--- config.mk ---
export PLATFORM = sky130hd
export DESIGN_NAME = sas_top
export DESIGN_NICKNAME = d
export VERILOG_FILES = /design/src/pkg/sas_pkg.sv /design/src/logic/sas_top.sv
export SDC_FILE = /design/constraint.sdc
export NUM_CORES = 1
export LEC_CHECK = 0
export BUFFER_PORTS_ARGS = -buffer_cell sky130_fd_sc_hd__buf_4
export CORE_MARGIN = 10
export CORE_UTILIZATION = 55
export DETAILED_ROUTE_END_ITERATION = 10
export PLACE_DENSITY = 0.77
export SLEW_MARGIN = 20
export SYNTH_ARGS = -nofsm -noshare
export SYNTH_HDL_FRONTEND = slang
export SYNTH_SLANG_ARGS = --single-unit
--- constraint.sdc ---
create_clock -name clk_sys_i -period 4.7 [get_ports clk_sys_i]
set_clock_uncertainty 0.15 [all_clocks]
set_input_delay 0.47 -clock clk_sys_i [delete_from_list [all_inputs] [get_ports clk_sys_i]]
set_output_delay 0.47 -clock clk_sys_i [all_outputs]
set_load 0.02 [all_outputs]
--- src/pkg/sas_pkg.sv ---
// Constants and types for the converter sequencer.
// Assumes a 32-bit AXI4-Lite register bus and one system clock.
package sas_pkg;
   // ************************************************************
   // Register map (byte addresses)
   // ************************************************************
   localparam int         AXI_AW     = 5;
   localparam logic [4:0] OFF_CTRL   = 5'h00;
   localparam logic [4:0] OFF_CHAN   = 5'h04;
   localparam logic [4:0] OFF_TRIG   = 5'h08;
   localparam logic [4:0] OFF_RES_LO = 5'h0c;
   localparam logic [4:0] OFF_RES_HI = 5'h10;
   // Control and status field positions
   localparam int CTL_EN    = 7;
   localparam int CTL_START = 6;
   localparam int CTL_AUTO  = 5;
   localparam int CTL_DONE  = 4;
   localparam int CTL_IE    = 3;
   // Channel select field positions
   localparam int CH_ADJ    = 5;
   localparam int CH_REF    = 6;
   // ************************************************************
   // Timing in converter half cycles, trigger sync in system cycles
   // ************************************************************
   localparam logic [5:0] H_NORM_END  = 6'h1a; // 13 cycles
   localparam logic [5:0] H_FIRST_END = 6'h32; // 25 cycles
   localparam logic [5:0] H_AUTO_END  = 6'h1b; // 13.5 cycles
   localparam logic [5:0] H_DIFF_END  = 6'h1c; // 14 cycles
   localparam logic [5:0] H_NORM_SH   = 6'h03; // 1.5 cycles
   localparam logic [5:0] H_FIRST_SH  = 6'h1b; // 13.5 cycles
   localparam logic [5:0] H_AUTO_SH   = 6'h04; // 2 cycles
   localparam logic [5:0] H_DIFF_SH   = 6'h05; // 2.5 cycles
   localparam logic [5:0] H_LAST_CYC  = 6'h02; // One converter cycle
   localparam logic [1:0] TRIG_SYNC_LAST = 2'h2; // Three system cycles
   // ************************************************************
   // Channel codes and bus answers
   // ************************************************************
   localparam logic [4:0] SE_LAST      = 5'h07;
   localparam logic [4:0] GAIN10_FIRST = 5'h08;
   localparam logic [4:0] GAIN200_FIRST = 5'h0c;
   localparam logic [4:0] GAIN_LAST    = 5'h0f;
   localparam logic [1:0] GAIN_1X      = 2'h0;
   localparam logic [1:0] GAIN_10X     = 2'h1;
   localparam logic [1:0] GAIN_200X    = 2'h2;
   localparam logic [1:0] RESP_OKAY    = 2'h0;
   localparam logic [1:0] RESP_SLVERR  = 2'h2;
   typedef enum logic [1:0] {SAS_IDLE, SAS_WAIT_EDGE, SAS_CONV} sas_conv_t;
endpackage

--- src/logic/sas_top.sv ---
// Converter sequencer: prescaler, start logic, timing, result lock.
// Assumes trigger sources come from logic on the same system clock.
//
// How it works
// - Result shown across two bytes, right adjusted, or left when selected.
// - Reading low byte freezes both bytes until high byte read.
// - Done flag still rises when a locked result is dropped.
// - Start bit reads one during any conversion, cleared at completion.
// - Channel change mid-conversion applies only afterwards.
// - Auto trigger rising edge resets prescaler and starts conversion.
// - Edges during conversion ignored; a held-high trigger restarts nothing.
// - Trigger flag must be cleared by software before next event.
// - Own done flag as trigger gives back-to-back conversions.
// - Start bit still gives single conversion with auto trigger on.
// - Prescaler runs while enabled, held in reset while disabled.
// - Software start begins at next rising converter clock edge.
// - Normal conversion 13 cycles, first after enable 25 cycles.
// - Sample and hold at 1.5 cycles, or 13.5 on first conversion.
// - At end write result, set done flag, clear start in single mode.
// - Auto-triggered: hold at 2 cycles, 13.5 total, 3 sync cycles.
// - Differential auto-triggered runs need disable and re-enable each time.
// - Free running restarts at once and keeps start bit high.
// - Selections take no effect and power is off while disabled.
// - Gain stage 1x/10x/200x for differential, bypass for single-ended.
// - Differential start with half-rate clock high lasts 14 cycles.
// - Selection locked at start, tracking again in final cycle.
//
// The implementer's own choices: register access over AXI4-Lite and the placing of the registers.
`timescale 1ns/1ps
`default_nettype none
module sas_top
   import sas_pkg::*;
(
   input  wire logic                clk_sys_i,     // 20 MHz system clock
   input  wire logic                nrst_i,        // Sync reset, active low
   input  wire logic [sas_pkg::AXI_AW-1:0] s_axi_awaddr, // Write address
   input  wire logic                s_axi_awvalid, // Write address valid
   output logic                     s_axi_awready, // Write address ready
   input  wire logic [31:0]         s_axi_wdata,   // Write data
   input  wire logic [3:0]          s_axi_wstrb,   // Write byte enables
   input  wire logic                s_axi_wvalid,  // Write data valid
   output logic                     s_axi_wready,  // Write data ready
   output logic [1:0]               s_axi_bresp,   // Write response
   output logic                     s_axi_bvalid,  // Write response valid
   input  wire logic                s_axi_bready,  // Write response ready
   input  wire logic [sas_pkg::AXI_AW-1:0] s_axi_araddr, // Read address
   input  wire logic                s_axi_arvalid, // Read address valid
   output logic                     s_axi_arready, // Read address ready
   output logic [31:0]              s_axi_rdata,   // Read data
   output logic [1:0]               s_axi_rresp,   // Read response
   output logic                     s_axi_rvalid,  // Read data valid
   input  wire logic                s_axi_rready,  // Read data ready
   input  wire logic [6:0]          trig_src_i,    // Trigger sources 1..7
   input  wire logic [9:0]          result_i,      // Comparator array code
   output logic                     power_en_o,    // Analog power on
   output logic [4:0]               mux_sel_o,     // Applied channel
   output logic [1:0]               ref_sel_o,     // Applied reference
   output logic [1:0]               gain_sel_o,    // Gain stage setting
   output logic                     gain_bypass_o, // Gain stage bypassed
   output logic                     sample_hold_o, // Hold pulse
   output logic                     adc_clk_o,     // Converter clock level
   output logic                     conv_busy_o,   // Conversion running
   output logic                     done_irq_o     // Done interrupt request
);
   import sas_pkg::*;

   // ************************************************************
   // State
   // ************************************************************
   typedef struct packed {
      logic       aw_got;
      logic [4:0] awaddr;
      logic       w_got;
      logic [7:0] wdata;
      logic       wstb;
      logic       awrdy;
      logic       wrdy;
      logic       bvalid;
      logic [1:0] bresp;
      logic       arrdy;
      logic       rvalid;
      logic [7:0] rdata;
      logic [1:0] rresp;
      logic       en;
      logic       start_req;
      logic       auto;
      logic       done;
      logic       ie;
      logic [2:0] div;
      logic [4:0] ch;
      logic       adj;
      logic [1:0] refs;
      logic [2:0] tsrc;
      logic       lock;
      logic [9:0] res;
      logic       first;
      logic [7:0] pre;
      logic       hr;
      logic       aclk;
      sas_conv_t  cs;
      logic [5:0] half;
      logic [5:0] end_h;
      logic [5:0] sh_h;
      logic [1:0] sync;
      logic       trig_prev;
      logic [4:0] live_ch;
      logic [1:0] live_ref;
      logic       sh;
      logic       sh_seen;
      logic       irq;
      logic       busy;
      logic [1:0] gain;
      logic       bypass;
   } sas_state_t;

   sas_state_t st_ff;
   sas_state_t nxt_st;

   logic [2:0] shamt;
   logic [7:0] div_m1;
   logic [7:0] half_m1;
   logic       rise;
   logic       fall;
   logic       tsig;
   logic       tedge;
   logic       diff;
   logic       complete;
   logic       final_cyc;
   logic       start_view;
   logic [7:0] res_lo;
   logic [7:0] res_hi;

   // Timing pick: {end, sample point} in half cycles
   function automatic logic [11:0] sas_timing(input logic first,
                                              input logic auto,
                                              input logic dif,
                                              input logic hr);
      logic [11:0] t;
      t = {H_NORM_END, H_NORM_SH};
      if (first)
         t = {H_FIRST_END, H_FIRST_SH};
      else if (auto)
         t = {H_AUTO_END, H_AUTO_SH};
      else if (dif && hr)
         t = {H_DIFF_END, H_DIFF_SH};
      return t;
   endfunction

   // ************************************************************
   // Next state
   // ************************************************************
   always_comb
   begin
      nxt_st = st_ff;
      nxt_st.sh = 1'b0;
      complete = 1'b0;
      // power of two divider, at least two
      shamt = (st_ff.div == 3'h0) ? 3'h1 : st_ff.div;
      div_m1 = (8'h01 << shamt) - 8'h01;
      half_m1 = (8'h01 << (shamt - 3'h1)) - 8'h01;
      rise = st_ff.en && (st_ff.pre == div_m1);
      fall = st_ff.en && (st_ff.pre == half_m1);
      diff = (st_ff.ch > SE_LAST);
      final_cyc = (st_ff.half >= st_ff.end_h - H_LAST_CYC);
      start_view = st_ff.start_req || (st_ff.cs != SAS_IDLE) ||
                   (st_ff.sync != 2'h0);
      res_lo = st_ff.adj ? {st_ff.res[1:0], 6'h00} : st_ff.res[7:0];
      res_hi = st_ff.adj ? st_ff.res[9:2] : {6'h00, st_ff.res[9:8]};
      if (!st_ff.en)
      begin
         nxt_st.pre = 8'h00;
         nxt_st.hr = 1'b0;
         nxt_st.aclk = 1'b0;
      end
      else if (rise)
      begin
         nxt_st.pre = 8'h00;
         nxt_st.hr = !st_ff.hr;
         nxt_st.aclk = 1'b1;
      end
      else
      begin
         nxt_st.pre = st_ff.pre + 8'h01;
         if (fall)
            nxt_st.aclk = 1'b0;
      end
      // Trigger edge detect on selected source
      tsig = (st_ff.tsrc == 3'h0) ? 1'b0 : trig_src_i[st_ff.tsrc - 3'h1];
      tedge = tsig && !st_ff.trig_prev;
      nxt_st.trig_prev = tsig;

      // Write channel: address and data in either order
      if (s_axi_awvalid && st_ff.awrdy)
      begin
         nxt_st.aw_got = 1'b1;
         nxt_st.awaddr = s_axi_awaddr;
      end
      if (s_axi_wvalid && st_ff.wrdy)
      begin
         nxt_st.w_got = 1'b1;
         nxt_st.wdata = s_axi_wdata[7:0];
         nxt_st.wstb = s_axi_wstrb[0];
      end
      if (st_ff.bvalid && s_axi_bready)
         nxt_st.bvalid = 1'b0;
      if (st_ff.aw_got && st_ff.w_got && !st_ff.bvalid)
      begin
         nxt_st.aw_got = 1'b0;
         nxt_st.w_got = 1'b0;
         nxt_st.bvalid = 1'b1;
         nxt_st.bresp = RESP_OKAY;
         unique case (st_ff.awaddr)
            OFF_CTRL:
               if (st_ff.wstb)
               begin
                  nxt_st.en = st_ff.wdata[CTL_EN];
                  nxt_st.auto = st_ff.wdata[CTL_AUTO];
                  nxt_st.ie = st_ff.wdata[CTL_IE];
                  nxt_st.div = st_ff.wdata[2:0];
                  if (st_ff.wdata[CTL_START] && st_ff.wdata[CTL_EN])
                     nxt_st.start_req = 1'b1;
                  if (st_ff.wdata[CTL_DONE])
                     nxt_st.done = 1'b0;
               end
            OFF_CHAN:
               if (st_ff.wstb)
               begin
                  nxt_st.ch = st_ff.wdata[4:0];
                  nxt_st.adj = st_ff.wdata[CH_ADJ];
                  nxt_st.refs = st_ff.wdata[CH_REF +: 2];
               end
            OFF_TRIG:
               if (st_ff.wstb)
                  nxt_st.tsrc = st_ff.wdata[2:0];
            OFF_RES_LO, OFF_RES_HI:
               nxt_st.bresp = RESP_OKAY;
            default:
               nxt_st.bresp = RESP_SLVERR;
         endcase
      end
      nxt_st.awrdy = !nxt_st.aw_got && !nxt_st.bvalid;
      nxt_st.wrdy = !nxt_st.w_got && !nxt_st.bvalid;

      // Read channel
      if (st_ff.rvalid && s_axi_rready)
         nxt_st.rvalid = 1'b0;
      if (s_axi_arvalid && st_ff.arrdy)
      begin
         nxt_st.rvalid = 1'b1;
         nxt_st.rresp = RESP_OKAY;
         unique case (s_axi_araddr)
            OFF_CTRL:
               nxt_st.rdata = {st_ff.en, start_view, st_ff.auto,
                               st_ff.done, st_ff.ie, st_ff.div};
            OFF_CHAN:
               nxt_st.rdata = {st_ff.refs, st_ff.adj, st_ff.ch};
            OFF_TRIG:
               nxt_st.rdata = {5'h00, st_ff.tsrc};
            OFF_RES_LO:
            begin
               nxt_st.rdata = res_lo;
               // low byte read locks the pair
               nxt_st.lock = 1'b1;
            end
            OFF_RES_HI:
            begin
               nxt_st.rdata = res_hi;
               nxt_st.lock = 1'b0;
            end
            default:
            begin
               nxt_st.rdata = 8'h00;
               nxt_st.rresp = RESP_SLVERR;
            end
         endcase
      end
      nxt_st.arrdy = !nxt_st.rvalid;

      // Conversion sequencing
      unique case (st_ff.cs)
         SAS_IDLE:
         begin
            if (st_ff.sync != 2'h0)
            begin
               nxt_st.sync = st_ff.sync + 2'h1;
               // prescaler reset and start after sync
               if (st_ff.sync == TRIG_SYNC_LAST)
               begin
                  nxt_st.sync = 2'h0;
                  nxt_st.pre = 8'h00;
                  nxt_st.hr = 1'b0;
                  nxt_st.aclk = 1'b0;
                  nxt_st.cs = SAS_CONV;
                  nxt_st.half = 6'h00;
                  nxt_st.sh_seen = 1'b0;
                  {nxt_st.end_h, nxt_st.sh_h} =
                     sas_timing(st_ff.first, 1'b1, diff, 1'b0);
               end
            end
            else if (st_ff.start_req)
               nxt_st.cs = SAS_WAIT_EDGE;
            // only a fresh edge while idle arms a start
            else if (st_ff.auto && tedge)
               nxt_st.sync = 2'h1;
         end
         SAS_WAIT_EDGE:
            // begin on next rising converter edge
            if (rise)
            begin
               nxt_st.cs = SAS_CONV;
               nxt_st.half = 6'h00;
               nxt_st.sh_seen = 1'b0;
               // length by first, differential, half rate
               {nxt_st.end_h, nxt_st.sh_h} =
                  sas_timing(st_ff.first, 1'b0, diff, st_ff.hr);
            end
         SAS_CONV:
            if (rise || fall)
            begin
               nxt_st.half = st_ff.half + 6'h01;
               if (st_ff.half + 6'h01 == st_ff.sh_h)
               begin
                  nxt_st.sh = 1'b1;
                  nxt_st.sh_seen = 1'b1;
               end
               if (st_ff.half + 6'h01 == st_ff.end_h)
                  complete = 1'b1;
            end
      endcase

      // completion: result unless locked, flag always
      if (complete)
      begin
         if (!nxt_st.lock)
            nxt_st.res = result_i;
         nxt_st.done = 1'b1;
         nxt_st.first = 1'b0;
         // own flag as source restarts at once
         if (st_ff.auto && st_ff.tsrc == 3'h0)
         begin
            nxt_st.half = 6'h00;
            nxt_st.sh_seen = 1'b0;
            {nxt_st.end_h, nxt_st.sh_h} =
               sas_timing(1'b0, 1'b0, diff, 1'b1);
         end
         else
         begin
            nxt_st.cs = SAS_IDLE;
            nxt_st.start_req = 1'b0;
         end
      end

      // disable aborts and rearms first conversion
      // Next value, so a start written with enable is kept
      if (!nxt_st.en)
      begin
         nxt_st.cs = SAS_IDLE;
         nxt_st.sync = 2'h0;
         nxt_st.start_req = 1'b0;
         nxt_st.first = 1'b1;
      end
      // selection tracks only when idle or final cycle
      if (st_ff.en && (st_ff.cs != SAS_CONV || final_cyc))
      begin
         nxt_st.live_ch = st_ff.ch;
         nxt_st.live_ref = st_ff.refs;
      end
      // gain stage bypassed only for single-ended channels
      nxt_st.bypass = (nxt_st.live_ch <= SE_LAST);
      if (nxt_st.live_ch >= GAIN200_FIRST && nxt_st.live_ch <= GAIN_LAST)
         nxt_st.gain = GAIN_200X;
      else if (nxt_st.live_ch >= GAIN10_FIRST &&
               nxt_st.live_ch < GAIN200_FIRST)
         nxt_st.gain = GAIN_10X;
      else
         nxt_st.gain = GAIN_1X;
      nxt_st.irq = nxt_st.done && nxt_st.ie;
      nxt_st.busy = (nxt_st.cs == SAS_CONV);
   end

   // State register
   always_ff @(posedge clk_sys_i)
   begin
      if (!nrst_i)
      begin
         st_ff <= '0;
         st_ff.first <= 1'b1;
      end
      else
         st_ff <= nxt_st;
   end

   // Outputs straight from state
   assign s_axi_awready = st_ff.awrdy;
   assign s_axi_wready  = st_ff.wrdy;
   assign s_axi_bresp   = st_ff.bresp;
   assign s_axi_bvalid  = st_ff.bvalid;
   assign s_axi_arready = st_ff.arrdy;
   assign s_axi_rdata   = {24'h000000, st_ff.rdata};
   assign s_axi_rresp   = st_ff.rresp;
   assign s_axi_rvalid  = st_ff.rvalid;
   assign power_en_o    = st_ff.en;
   assign mux_sel_o     = st_ff.live_ch;
   assign ref_sel_o     = st_ff.live_ref;
   assign gain_sel_o    = st_ff.gain;
   assign gain_bypass_o = st_ff.bypass;
   assign sample_hold_o = st_ff.sh;
   assign adc_clk_o     = st_ff.aclk;
   assign conv_busy_o   = st_ff.busy;
   assign done_irq_o    = st_ff.irq;

   // ************************************************************
   // Checks
   // ************************************************************
   a_lock_holds: assert property (
      @(posedge clk_sys_i) disable iff (!nrst_i)
      (st_ff.lock && nxt_st.lock) |=> $stable(st_ff.res))
      else $error("result changed while locked");
   a_done_at_end: assert property (
      @(posedge clk_sys_i) disable iff (!nrst_i)
      complete |=> st_ff.done)
      else $error("done flag missing after completion");
   a_start_busy: assert property (
      @(posedge clk_sys_i) disable iff (!nrst_i)
      (st_ff.cs == SAS_CONV) |-> start_view)
      else $error("start bit low during conversion");
   a_sel_frozen: assert property (
      @(posedge clk_sys_i) disable iff (!nrst_i)
      (st_ff.cs == SAS_CONV && !final_cyc) |=> $stable(st_ff.live_ch))
      else $error("channel moved mid conversion");
   a_pre_reset: assert property (
      @(posedge clk_sys_i) disable iff (!nrst_i)
      !st_ff.en |=> (st_ff.pre == 8'h00 && !st_ff.aclk))
      else $error("prescaler ran while disabled");
   a_hold_first: assert property (
      @(posedge clk_sys_i) disable iff (!nrst_i)
      complete |-> st_ff.sh_seen)
      else $error("conversion ended without hold");
   a_free_run: assert property (
      @(posedge clk_sys_i) disable iff (!nrst_i)
      (complete && nxt_st.en && st_ff.auto && st_ff.tsrc == 3'h0)
      |=> (st_ff.cs == SAS_CONV && st_ff.half == 6'h00))
      else $error("free running did not restart");
   a_edge_ignored: assert property (
      @(posedge clk_sys_i) disable iff (!nrst_i)
      (st_ff.cs == SAS_CONV) |=> (st_ff.sync == 2'h0))
      else $error("trigger armed during conversion");
   a_trig_sync: assert property (
      @(posedge clk_sys_i) disable iff (!nrst_i)
      (st_ff.sync == 2'h1 && st_ff.en) |=> ##1 (st_ff.cs == SAS_CONV))
      else $error("trigger start not after three cycles");
   a_irq_follow: assert property (
      @(posedge clk_sys_i) disable iff (!nrst_i)
      (st_ff.done && st_ff.ie) |-> st_ff.irq)
      else $error("interrupt request missing");
endmodule // sas_top
`default_nettype wire

== After elaboration in Yosys (flattened, before gate mapping) ==
Cells that the tools add are included.

* Bits in registers: 111
* Bits of input ports: 70
* Output and inout bits: 56
* Logic and storage cells: 204

* $add $sub $neg: 8
* $lt $le $gt $ge: 8
* Eq/ne operators: 18
* Shift operators: 2
* Multiplexer cells: 73
* Bitwise operators: 2
* Reductions and logical operators: 49

{| class="wikitable"
|+ Operators by type and width
! operator !! number
|-
| 2-to-1 mux 32 bit || 2
|-
| 2-to-1 mux 8 bit || 7
|-
| 2-to-1 mux 10 bit || 4
|-
| 2-to-1 mux 20 bit || 2
|-
| case mux 8 bit (5 select lines) || 1
|-
| 2-to-1 mux 18 bit || 2
|-
| 2-to-1 mux 1 bit || 25
|-
| 2-to-1 mux 12 bit || 2
|-
| case mux 12 bit (2 select lines) || 1
|-
| 2-to-1 mux 2 bit || 11
|-
| equality test 5 x 4 -> 1 bit, second input constant || 4
|-
| logical AND 1 bit || 20
|-
| 2-to-1 mux 19 bit || 1
|-
| 2-to-1 mux 9 bit || 2
|-
| case mux 6 bit (3 select lines) || 1
|-
| equality test 8 bit || 2
|-
| left shift 1 x 3 -> 8 bit, first input constant || 2
|-
| subtractor 8 x 1 -> 8 bit, second input constant || 2
|-
| AND reduction 3 bit || 5
|-
| equality test 6 bit || 2
|-
| 2-to-1 mux 3 bit || 4
|-
| 2-to-1 mux 6 bit || 2
|-
| 2-to-1 mux 11 bit || 1
|-
| equality test 5 x 3 -> 1 bit, second input constant || 2
|-
| 32 further kinds || 53
|}

== Depth between registers and ports, before layout ==
* Depth in word-level cells: 18
* Mapped depth: 17
* Depth with buffers taken out: 13

== Worst setup path before layout ==
No wires, ideal clock.

* Kind: register -> register
* Start: register st_ff[72] in the netlist's numbering
* End: register st_ff[48] in the netlist's numbering
* Library setup time: 0.128 ns
* Data arrival time: 3.227 ns
* Required time: 4.422 ns
* Slack: 1.196 ns
* Cell stages (with the launch flop): 18
* Path buffers: 4
* Period minus slack after synthesis: 3.504 ns
* Path through: dfxtp_1 > buf_2 > nand2b_1 > nor2_1 > ha_1 > buf_6 > nand2_1 > or2_2 > ha_1 > or3b_1 > a21boi_1 > or4_1 > and4_1 > buf_6 > o2111ai_2 > buf_6 > mux2i_1 > nor2_1

* Cells in the longest elaborated chain, start to end: 11
* Elaborated cells between the ends (all ways): 15
* Those cells by class: add/sub (3); eq/ne (2); shift (2); mux (3); reduce/logical (5)

{| class="wikitable"
|+ Ends and longest elaborated chain
! item !! line !! text
|-
| from (decl) || sas_top.sv:116 || <nowiki>sas_state_t st_ff;</nowiki>
|-
| from (signal assigned) || sas_top.sv:390 || <nowiki>st_ff <= nxt_st;</nowiki>
|-
| zero test 3 bit || sas_top.sv:158 || <nowiki>shamt = (st_ff.div == 3'h0) ? 3'h1 : st_ff.div;</nowiki>
|-
| 2-to-1 mux 3 bit * || sas_top.sv:158 ||
|-
| subtractor 3 x 1 -> 3 bit || sas_top.sv:160 || <nowiki>half_m1 = (8'h01 << (shamt - 3'h1)) - 8'h01;</nowiki>
|-
| left shift 1 x 3 -> 8 bit || sas_top.sv:160 ||
|-
| subtractor 8 x 1 -> 8 bit || sas_top.sv:160 ||
|-
| equality test 8 bit || sas_top.sv:162 || <nowiki>fall = st_ff.en && (st_ff.pre == half_m1);</nowiki>
|-
| logical AND 1 bit || sas_top.sv:162 ||
|-
| logical OR 1 bit * || sas_top.sv:318 || <nowiki>if (rise || fall)</nowiki>
|-
| 2-to-1 mux 1 bit * || sas_top.sv:318 ||
|-
| 2-to-1 mux 1 bit * || sas_top.sv:280 || <nowiki>unique case (st_ff.cs)</nowiki>
|-
| AND reduction 2 bit (no source line) * || -- ||
|}

Every way passes the cells marked *; elsewhere a longest branch is shown, timed or not.
A chain may end at the register's enable or synchronous reset.

== Worst setup path after layout ==
* Start: register st_ff[72] in the netlist's numbering
* End: register st_ff[31] in the netlist's numbering

* Cells in the longest elaborated chain, start to end: 12
* Elaborated cells between the ends (all ways): 19
* Those cells by class: add/sub (3); eq/ne (2); shift (2); mux (8); reduce/logical (4)

{| class="wikitable"
|+ Ends and longest elaborated chain
! item !! line !! text
|-
| zero test 3 bit || sas_top.sv:158 ||
|-
| 2-to-1 mux 3 bit * || sas_top.sv:158 ||
|-
| subtractor 3 x 1 -> 3 bit || sas_top.sv:160 ||
|-
| left shift 1 x 3 -> 8 bit || sas_top.sv:160 ||
|-
| subtractor 8 x 1 -> 8 bit || sas_top.sv:160 ||
|-
| equality test 8 bit || sas_top.sv:162 ||
|-
| logical AND 1 bit || sas_top.sv:162 ||
|-
| logical OR 1 bit || sas_top.sv:318 ||
|-
| 2-to-1 mux 6 bit || sas_top.sv:318 ||
|-
| case mux 6 bit (3 select lines) || sas_top.sv:280 ||
|-
| 2-to-1 mux 18 bit || sas_top.sv:339 || <nowiki>if (st_ff.auto && st_ff.tsrc == 3'h0)</nowiki>
|-
| 2-to-1 mux 20 bit * || sas_top.sv:332 || <nowiki>if (complete)</nowiki>
|}

Marks and branches as above.

==> results.md <==
- Clk sinks: 108
- Max transition margin: 0.5656
- Synth Register Bits: 108
- First-pass GRT wire length: 22510 um
- Grt ovf: 0
- Post-detail-place hpwl: 10540 um
- Syn-to-layout area delta: 8.784%
- IO Count: 126
- Routability cong.: 0.9023
- Worst vdd ir: 0.1971 mV
- Reg-to-Reg Start: st_ff[72]
- RSZ-0062 raised after global routing: false
- DRC viols: 0
- Mapped Area: 0.005854 mm^2
- Final setup margin: 0.4900 ns
- CP startpoint: st_ff[72]
- Final setup viols: 0
- Port-buffer cells: 72
- Nets: 806
- Clk buf depth: 2
- Post-CTS setup buffer count: 0
- Post-synth EDFFs: 0
- Largest net degree at the start of global routing: 64
- Post-Route Utilization: 0.6141
- Area after DPL: 0.006178 mm^2
- CTS tree: done
- Rows: 37
- Synth warnings: 0
- Root buf cell: clkbuf_8
- Crit path time final: 4.210 ns
- Final WL: 13720 um
- Post-Route Setup TNS: 0 ns
- Vias in the first global route: 4708
- WS Path Type: register to register
- Critical Path AT: 4.35 ns
- Worst hold start: result_i[3]
- # fillers: 941
- Worst skew pair latency: 0.36 ns
- TritonCTS buffer count: 9
- Pwr per Cell Area: 252.2 mW/mm^2
- Share of cells above drive strength 1: 0.1662
- Worst hold path class: input port to register
- Die Wd: 123.2 um
- Asr flop ratio synth: 0
- H-tree Lvls: 3
- Status: finished clean
- CP required: 4.84 ns
- Pre-antenna DRT Iters: 6
- Number of DRC markers in iteration 0: 328
- Final worst-path cycle share: 0.8958
- Setup crit end kind: register
- Worst-path clk slew: 0.10 ns
- DR vias/cell: 5.604
- Hold_buf cts: 0
- Initial Util: 0.5646
- Layout Cell Area excl Fill: 0.006369 mm^2
- Total of max-cap violations: 0
- Core Area: 0.01037 mm^2
- Post-cts gate resize count: 0
- Setup WS pre-CTS: 0.5601 ns
- Drt wl/cell: 15.99 um
- GRT Overall Usage: 0.1805
- Fmax: 237.5 MHz
- Worst Setup Start Kind: register
- Most used DFF post-synth: dfxtp_1
- Final Hold Fails: 0
- CP max FO: 12
- Die Area: 0.01517 mm^2
- PnR Total Power: 1.606 mW
- Avg Cell Area, Syn: 8.547 um^2
- P_leak: 2.575 nW
- Vias: 4808
- Initial antenna violation count: 0
- Routed Antenna Nets: 0
- Die span in y: 123.2 um
- Number of distinct library cells after synthesis: 70
- Syn Inst Count: 685
- Seq/Total Area, Yosys: 0.3693
- Fin. max-slew vios: 0
- Worst-Margin Slew: 0.6510 ns
- # diodes: 0
[synth_stat cells, drive strengths merged, types with 3 or more instances]
library cell  count  share of area
dfxtp           108           0.37
nand2            71          0.046
nor2             70          0.047
buf              60          0.076
a21oi            58          0.055
mux2i            33          0.056
nand3            26          0.022
xnor2            23          0.034
clkbuf           20          0.013
ha               18          0.038
inv              18          0.012
nor3             18          0.016
o21ai            15          0.013
nand2b           13          0.015
xor2             13          0.019
a22oi            12          0.015
a31oi             8         0.0085
and3              8         0.0085
a21o              7         0.0090
nor2b             7         0.0075
nand3b            6         0.0077
or3               6         0.0073
and2              5         0.0053
nor3b             5         0.0073
o211ai            5         0.0064
o22ai             5         0.0053
a221oi            3         0.0045
a32oi             3         0.0045
mux2              3         0.0058
nand4             3         0.0032
nor4              3         0.0032
o2111ai           3         0.0085
o31ai             3         0.0047
or2               3         0.0032
[state kept, by name, summed over array words and instances, names as in the netlist]
register / flops
ref_sel_o: 2
st_ff: 78
s_axi_rresp: 1
s_axi_awready: 1
s_axi_rdata: 8
s_axi_bresp: 1
s_axi_rvalid: 1
mux_sel_o: 5
power_en_o: 1
gain_bypass_o: 1
s_axi_wready: 1
adc_clk_o: 1
s_axi_bvalid: 1
done_irq_o: 1
gain_sel_o: 2
s_axi_arready: 1
conv_busy_o: 1
sample_hold_o: 1
[area by class of cell]
class,instances,area (um^2),share of cell area
Timing Repair Buffer,77,578.1,0.09077
Inverter,18,67.56,0.01061
Sequential cell,108,2162,0.3395
Multi-Input combinational cell,504,3201,0.5026
Clock inverter,5,62.56,0.009823
Tap cell,136,170.2,0.02672
Clock buffer,10,127.6,0.02004
[placed cells by master, fill, tap and decap left out, types with 13 or more instances in the layout]
cell type,n
conb_1,26
dfxtp_1,108
nor3_1,17
nand3_1,26
mux2i_1,33
xnor2_1,23
nand2_1,70
ha_1,18
nor2_1,66
buf_4,77
a21oi_1,50
inv_1,17
xor2_1,13
[stage by stage]
| step | cells | hold slack [ns] |
|---|---|---|
| after floorplan | 710 | 0.2647 |
| final | 858 | 0.1822 |
| after global placement | 843 | 0.2874 |
| after CTS | 858 | 0.1700 |
| after detailed placement | 843 | 0.2874 |
| after global routing | 858 | 0.1787 |
[worst paths after layout]
kind / end / slack [ns] / cells after the start
setup / recovery: st_ff[31] / 0.49 / 13
hold / removal: st_ff[51] / 0.18 / 3
setup reg to reg: st_ff[31] / 0.49 / 13
hold reg to reg: s_axi_wready / 0.30 / 1
[worst max-delay path, stage by stage (launching register included)]
cell and delay (ns):
dfxtp_1 0.63, nand2b_1 0.19, nor2_1 0.18, ha_1 0.36, nand2_1 0.11, or2_2 0.28, ha_1 0.24, or3b_1 0.18
a21boi_1 0.07, or4_1 0.52, and4_1 0.32, o2111ai_4 0.40, nand2_2 0.29, a31oi_1 0.21
[where the power goes]
group          leakage, nW  switching [mW]  internal (mW)
Combinational         1.61          0.0651         0.0406
Clock               0.0942           0.315          0.248
Sequential           0.873          0.0112          0.926
[cell families (layout without fill, tap and decap cells)]
| kind of cell | after synthesis | after routing | share of synthesized area |
|---|---|---|---|
| buffers and inverters | 98 | 110 | 0.1000 |
| AOI/OAI and AO/OA | 134 | 134 | 0.1565 |
| other | 1 | 26 | 0.0006405 |
| DFF | 108 | 108 | 0.3693 |
| and+or+nand+nor | 252 | 252 | 0.2112 |
| xor gates and xnor gates | 37 | 37 | 0.05792 |
| adders and majority gates | 18 | 18 | 0.03847 |
| muxes | 37 | 37 | 0.06604 |
[metal layers]
layer  GRT usage  vias to the layer above  wire length [um]
met1      0.2260                     2265              6057
met5           0                        -                 0
li1            -                     2376                 -
met3     0.03829                       18               808
met2      0.3026                      149              6613
met4     0.05968                        0               239
(Power assumes the default switching activity.)
